==> src/spm_pkg.sv <==
// Package: register map, field layout and reset values of the shared pin I/O mux.
// Assumes a 16-bit data space bus and up to sixteen pin slots (two 8-pin ports).
// How it works
// Select bit 1 picks primary, 0 picks I/O
// In I/O mode direction 0 input, 1 output
// Input reads pin level; output drives written data
// Data and direction ignored while primary selected
// Select register bits steer per-pin multiplexers
// Select register at 7090h, resets to zero
// Port A data low byte, direction high byte
// Port B data low byte, direction high byte
// Fault input stays live in I/O mode
// All control held in 16-bit registers
// Registers reached by ordinary data-space accesses
// Pin levels synchronised before software reads them
package spm_pkg;
    localparam int REG_W = 16;
    localparam int ADDR_W = 16;
    localparam int PORT_W = 8;
    localparam int PINS = 16;
    localparam logic [ADDR_W-1:0] ADDR_SELECT = 16'h7090;
    localparam logic [ADDR_W-1:0] ADDR_PORT_A = 16'h7098;
    localparam logic [ADDR_W-1:0] ADDR_PORT_B = 16'h709A;
    localparam logic [REG_W-1:0] RST_SELECT = 16'h0000;
    localparam logic [REG_W-1:0] RST_PORT = 16'h0000;
    localparam logic [REG_W-1:0] READ_NONE = 16'h0000;
    localparam int DATA_LSB = 0;
    localparam int DIR_LSB = 8;
    localparam int FAULT_PIN = 0;
    localparam int SYNC_STAGES = 3;
endpackage : spm_pkg

==> src/spm_sync.sv <==
// Three-stage pin synchroniser; a change is accepted once stages two and three agree.
// Assumes inputs are asynchronous to clock.
`timescale 1ns/10ps
`default_nettype none
module spm_sync #(
    parameter int WIDTH = 16
) (
    input wire logic clock,
    input wire logic nrst,
    input wire logic [WIDTH-1:0] async_in,
    output logic [WIDTH-1:0] sync_out
);
    logic [WIDTH-1:0] s1_reg;
    logic [WIDTH-1:0] s2_reg;
    logic [WIDTH-1:0] s3_reg;
    logic [WIDTH-1:0] out_reg;

    always_ff @(posedge clock or negedge nrst)
    begin
        if (!nrst)
        begin
            s1_reg <= '0;
            s2_reg <= '0;
            s3_reg <= '0;
        end
        else
        begin
            s1_reg <= async_in;
            s2_reg <= s1_reg;
            s3_reg <= s2_reg;
        end
    end

    genvar i;
    generate
        for (i = 0; i < WIDTH; i++)
        begin : g_bit
            always_ff @(posedge clock or negedge nrst)
            begin
                if (!nrst)
                    out_reg[i] <= 1'b0;
                else if (s2_reg[i] == s3_reg[i])
                    out_reg[i] <= s3_reg[i];
            end
        end
    endgenerate

    assign sync_out = out_reg;
endmodule : spm_sync
`default_nettype wire

==> src/spm_io_mux.sv <==
// Shared pin I/O mux: function select, port data/direction registers and pin drive.
// Assumes a single-cycle data-space strobe bus and pins resolved outside from out/oe_n.
`timescale 1ns/10ps
`default_nettype none
module spm_io_mux (
    input wire logic clock,
    input wire logic nrst,
    input wire logic bus_sel,
    input wire logic bus_wr,
    input wire logic bus_rd,
    input wire logic [spm_pkg::ADDR_W-1:0] bus_addr,
    input wire logic [spm_pkg::REG_W-1:0] bus_wdata,
    output logic [spm_pkg::REG_W-1:0] bus_rdata,
    input wire logic [spm_pkg::PINS-1:0] periph_out,
    input wire logic [spm_pkg::PINS-1:0] periph_oe,
    output logic [spm_pkg::PINS-1:0] periph_in,
    output logic fault_shutdown_input,
    input wire logic [spm_pkg::PINS-1:0] pin_in,
    output logic [spm_pkg::PINS-1:0] pin_out,
    output logic [spm_pkg::PINS-1:0] pin_oe_n
);
    import spm_pkg::*;

    logic [REG_W-1:0] pin_function_select_reg;
    logic [REG_W-1:0] port_a_data_direction_reg;
    logic [REG_W-1:0] port_b_data_direction_reg;
    logic [REG_W-1:0] bus_rdata_reg;
    logic [PINS-1:0] pin_out_reg;
    logic [PINS-1:0] pin_oe_n_reg;
    logic [PINS-1:0] periph_in_reg;
    logic fault_reg;
    logic [PINS-1:0] pin_level;
    logic [PINS-1:0] io_data;
    logic [PINS-1:0] io_dir;
    logic [REG_W-1:0] read_next;
    logic wr_select;
    logic wr_port_a;
    logic wr_port_b;
    logic rd_strobe;

    function automatic logic hit(input logic [ADDR_W-1:0] addr, input logic [ADDR_W-1:0] base);
        hit = (addr == base);
    endfunction : hit

    // Data bits show the pin level for inputs and the latch for outputs
    function automatic logic [REG_W-1:0] port_view(input logic [REG_W-1:0] r, input logic [PORT_W-1:0] lvl);
        logic [PORT_W-1:0] dir;
        logic [PORT_W-1:0] dat;
        dir = r[DIR_LSB +: PORT_W];
        dat = r[DATA_LSB +: PORT_W];
        port_view = {dir, (dir & dat) | (~dir & lvl)};
    endfunction : port_view

    spm_sync #(
        .WIDTH(PINS)
    ) u_sync (
        .clock(clock),
        .nrst(nrst),
        .async_in(pin_in),
        .sync_out(pin_level)
    );

    assign io_data = {port_b_data_direction_reg[DATA_LSB +: PORT_W], port_a_data_direction_reg[DATA_LSB +: PORT_W]};
    assign io_dir = {port_b_data_direction_reg[DIR_LSB +: PORT_W], port_a_data_direction_reg[DIR_LSB +: PORT_W]};

    // Write strobes, one per mapped word
    assign wr_select = bus_sel && bus_wr && hit(bus_addr, ADDR_SELECT);
    assign wr_port_a = bus_sel && bus_wr && hit(bus_addr, ADDR_PORT_A);
    assign wr_port_b = bus_sel && bus_wr && hit(bus_addr, ADDR_PORT_B);
    assign rd_strobe = bus_sel && bus_rd;

    // Register writes, whole 16-bit words
    always_ff @(posedge clock or negedge nrst)
    begin
        if (!nrst)
            pin_function_select_reg <= RST_SELECT;
        else if (wr_select)
            pin_function_select_reg <= bus_wdata;
    end

    always_ff @(posedge clock or negedge nrst)
    begin
        if (!nrst)
            port_a_data_direction_reg <= RST_PORT;
        else if (wr_port_a)
            port_a_data_direction_reg <= bus_wdata;
    end

    always_ff @(posedge clock or negedge nrst)
    begin
        if (!nrst)
            port_b_data_direction_reg <= RST_PORT;
        else if (wr_port_b)
            port_b_data_direction_reg <= bus_wdata;
    end

    // Read path
    always_comb
    begin
        read_next = READ_NONE;
        if (hit(bus_addr, ADDR_SELECT))
            read_next = pin_function_select_reg;
        else if (hit(bus_addr, ADDR_PORT_A))
            read_next = port_view(port_a_data_direction_reg, pin_level[PORT_W-1:0]);
        else if (hit(bus_addr, ADDR_PORT_B))
            read_next = port_view(port_b_data_direction_reg, pin_level[PINS-1:PORT_W]);
    end

    always_ff @(posedge clock or negedge nrst)
    begin
        if (!nrst)
            bus_rdata_reg <= READ_NONE;
        else if (rd_strobe)
            bus_rdata_reg <= read_next;
    end

    // Per-pin multiplexer
    always_ff @(posedge clock or negedge nrst)
    begin
        if (!nrst)
        begin
            pin_out_reg <= '0;
            pin_oe_n_reg <= '1;
        end
        else
        begin
            pin_out_reg <= (pin_function_select_reg & periph_out) | (~pin_function_select_reg & io_data);
            pin_oe_n_reg <= ~((pin_function_select_reg & periph_oe) | (~pin_function_select_reg & io_dir));
        end
    end

    // Peripherals always see pin levels; fault path ignores the select bit
    always_ff @(posedge clock or negedge nrst)
    begin
        if (!nrst)
        begin
            periph_in_reg <= '0;
            fault_reg <= 1'b0;
        end
        else
        begin
            periph_in_reg <= pin_level;
            fault_reg <= pin_level[FAULT_PIN];
        end
    end

    assign bus_rdata = bus_rdata_reg;
    assign pin_out = pin_out_reg;
    assign pin_oe_n = pin_oe_n_reg;
    assign periph_in = periph_in_reg;
    assign fault_shutdown_input = fault_reg;
endmodule : spm_io_mux
`default_nettype wire

==> config.mk <==
export PLATFORM = sky130hd
export DESIGN_NAME = spm_io_mux
export DESIGN_NICKNAME = d
export VERILOG_FILES = /design/src/spm_pkg.sv /design/src/spm_sync.sv /design/src/spm_io_mux.sv
export SDC_FILE = /design/constraint.sdc
export NUM_CORES = 1
export LEC_CHECK = 0
export BUFFER_PORTS_ARGS = -buffer_cell sky130_fd_sc_hd__clkbuf_2
export CAP_MARGIN = 20
export CORE_AREA = 2 2 120 110
export DETAILED_ROUTE_END_ITERATION = 16
export DIE_AREA = 0 0 122 112
export PLACE_DENSITY = 0.78
export REMOVE_ABC_BUFFERS = 1
export SLEW_MARGIN = 30
export SYNTH_ARGS = -nofsm -noshare
export SYNTH_HDL_FRONTEND = slang
export SYNTH_SLANG_ARGS = --single-unit
==> constraint.sdc <==
create_clock -name clock -period 1.3 [get_ports clock]
set_input_delay 0.13 -clock clock [delete_from_list [all_inputs] [get_ports clock]]
set_output_delay 0.13 -clock clock [all_outputs]
set_load 0.1 [all_outputs]
==> flow_summary.json <==
{
  "ys_seq_area_share_pct": 68.4,
  "pre_cts_ws_ns": -0.588,
  "setup_viol_count_final": 62,
  "top_layer_used": "met4",
  "min_period_over_period_pct": 112,
  "synth_warnings": 0,
  "synthTopCellsByArea": "dfrtp_1, mux2_2, dfstp_2",
  "vias": 4235,
  "maxSlewViolCount": 0,
  "wl_um": 15300,
  "cts_tree": "yes",
  "fin_worst_skew_ns": 0.00631,
  "chipHeight_um": 112,
  "clock-sinks": 176,
  "rsz0062_at_grt": "yes",
  "gp_congestion": 0.767,
  "synthAdderAreaFrac_pct": 2.48,
  "tns_ns": -5.23,
  "async_reset_ff_share_pct": 100,
  "synth-edff-count": 0,
  "antenna_found_initial": 0,
  "synth_compound_area_share_pct": 4.22,
  "grt_max_degree": 62,
  "synth_cells": 403,
  "max_cap_viol_count": 0,
  "synth_top_family_by_area": "multiplexers",
  "layoutNonFillerInstCount": 821,
  "drc": 0,
  "synth_common_cells": "dfrtp_1, mux2_2, mux2i_1, nand2_1, mux2_4",
  "postSynth.topFlopCell": "dfrtp_1",
  "worst_slack_ns": -0.151,
  "multiInputGateArea_um2": 1960,
  "cts-root-buf": "clkbuf_16",
  "wl_met2_um": 7530,
  "cp.required_ns": 1.60,
  "portBuffers": 149,
  "syn_area_per_cell_um2": 16.0,
  "hp-class": "in2reg",
  "outcome": "finished with violations",
  "syn_area_um2": 6470,
  "p_leak_nw": 4.40,
  "crit_fanout": 8,
  "report.power.total_mw": 11.8,
  "cts_buffers": 17,
  "tightestPinTransition_ns": 0.533,
  "layout-drive-gt1-share_pct": 44.6,
  "yosys.area_share.simple_pct": 5.50,
  "drtIter0Drc": 371,
  "coreArea_um2": 12400,
  "drt_pass1_iterations": 4,
  "synth.distinct_cells": 33,
  "power_density_nw_per_um2": 1290,
  "fillCellCount": 778,
  "cts.htree.levels": 4,
  "ys_ff_latch": 176,
  "synth.area.mux_share_pct": 17.7,
  "wl_per_cell_um": 18.6,
  "startpoint_type": "input pin",
  "ant_nets": 0,
  "num_rows": 39,
  "synthXorXnorAreaFrac_pct": 0,
  "cts_buffer_depth": 2,
  "relSlewSlack_pct": 64.4,
  "met1_length_um": 6660,
  "ff_latch_area_um2": 4420,
  "avgViaCountPerCell": 5.16,
  "grtUsageTotal_pct": 23.7,
  "hold-worst-slack_ns": 0.0216,
  "synthToLayoutAreaGrowth_pct": 42.0,
  "period_minus_slack_ns": 1.45,
  "path_clk_slew_ns": 0.06,
  "ir_worst_vdd_mv": 0.992,
  "yosysMostFrequentCell": "dfrtp_1",
  "synth_top_area_cell": "dfrtp_1",
  "place_area_um2": 7890,
  "grt_pass1_wl_um": 24100,
  "ioPinCount": 150,
  "synth_top_area_share_pct": 61.9,
  "hold_viol": 0,
  "die_w_um": 122,
  "grt_pass1_vias": 4581,
  "worstSetupPathType": "in2reg",
  "overflow": 0,
  "final_area_um2": 9180,
  "dpl.cell_count": 726,
  "die-area_um2": 13700,
  "end_kind": "flop",
  "wl_met3_um": 877,
  "violations": "setup timing",
  "dp_hpwl_um": 9890,
  "fin_util_pct": 73.8,
  "clock_latency_ns": 0.42,
  "initial_utilization_pct": 52.0,
  "fmax_mhz": 689,
  "crit_arrival_ns": 1.75,
  "layout.nets": 731,
  "diodes": 0
}
timing repair:
item / in CTS / in global routing
buffers inserted: 1 / 0
resized for setup: 31 / 3
endpoints found under the hold margin: 253 / 0
hold buffers: 64 / 0
cloned: 0 / 0
setup endpoints to repair: 70 / 71
pin swaps: 1 / 0
cells in the final DEF (no fill, tap or decap), types with 2 or more instances in the layout:
cell type        n
dfrtp_1        160
clkbuf_2        83
dlygate4sd3_1   64
buf_4           54
mux2_2          40
o21ai_1         28
mux2i_1         26
nand2_1         26
mux2_4          25
buf_12          21
clkbuf_16       17
maj3_1          16
dfstp_2         16
a22oi_1         14
clkbuf_4        11
mux2_1           7
nand2b_1         6
clkinv_2         5
buf_6            5
nor2_1           4
clkbuf_8         4
nor4_4           3
or4_4            2
a31oi_1          2
o31ai_1          2
bufinv_16        2
clkbuf_1         2
power by group:
| group | leakage [nW] | internal, mW | switching [mW] |
|---|---|---|---|
| logic | 1.90 | 0.405 | 0.730 |
| registers | 2.22 | 5.66 | 0.0965 |
| clock network | 0.288 | 3.00 | 1.94 |
logic make-up after synthesis:
kind of cell	count (synthesis)
DFF	176
muxes	98
and+or+nand+nor	53
AOI/OAI and AO/OA	46
adders and majority gates	16
buffers and inverters	14
layer usage:
| layer | vias up | global-route usage, % |
|---|---|---|
| li1 | 1916 | - |
| met1 | 2146 | 31.3 |
| met2 | 151 | 38.1 |
| met3 | 22 | 6.56 |
| met4 | 0 | 7.82 |
| met5 | - | 0 |
layout make-up:
cell class	count	share of cell area [%]
clock buffers	23	5.31
well taps	164	2.23
clock inverters	7	0.927
flip-flops and latches	176	48.2
multi-input cells	213	21.3
repair buffers	238	22.0
worst paths after layout:
kind	from	to	slack (ns)	depth (start not counted)
setup / recovery	bus_addr[9]	port_a_data_direction_reg[1]	-0.15	6
hold / removal	bus_wdata[5]	port_a_data_direction_reg[5]	0.02	2
setup reg to reg	port_b_data_direction_reg[10]	bus_rdata[2]	0.09	3
hold reg to reg	u_sync.s1_reg[9]	u_sync.s2_reg[9]	0.35	0
max in group asynchronous	nrst	pin_oe_n[12]	0.53	3
min in group asynchronous	nrst	bus_rdata[14]	0.13	2
worst max-delay path, cell delays in order:
cell and delay [ns]:
clkbuf_2 0.08, or4_4 0.60, nor3_4 0.15, and4bb_2 0.28, buf_6 0.17, mux2_2 0.34
(Power assumes the default switching activity.)
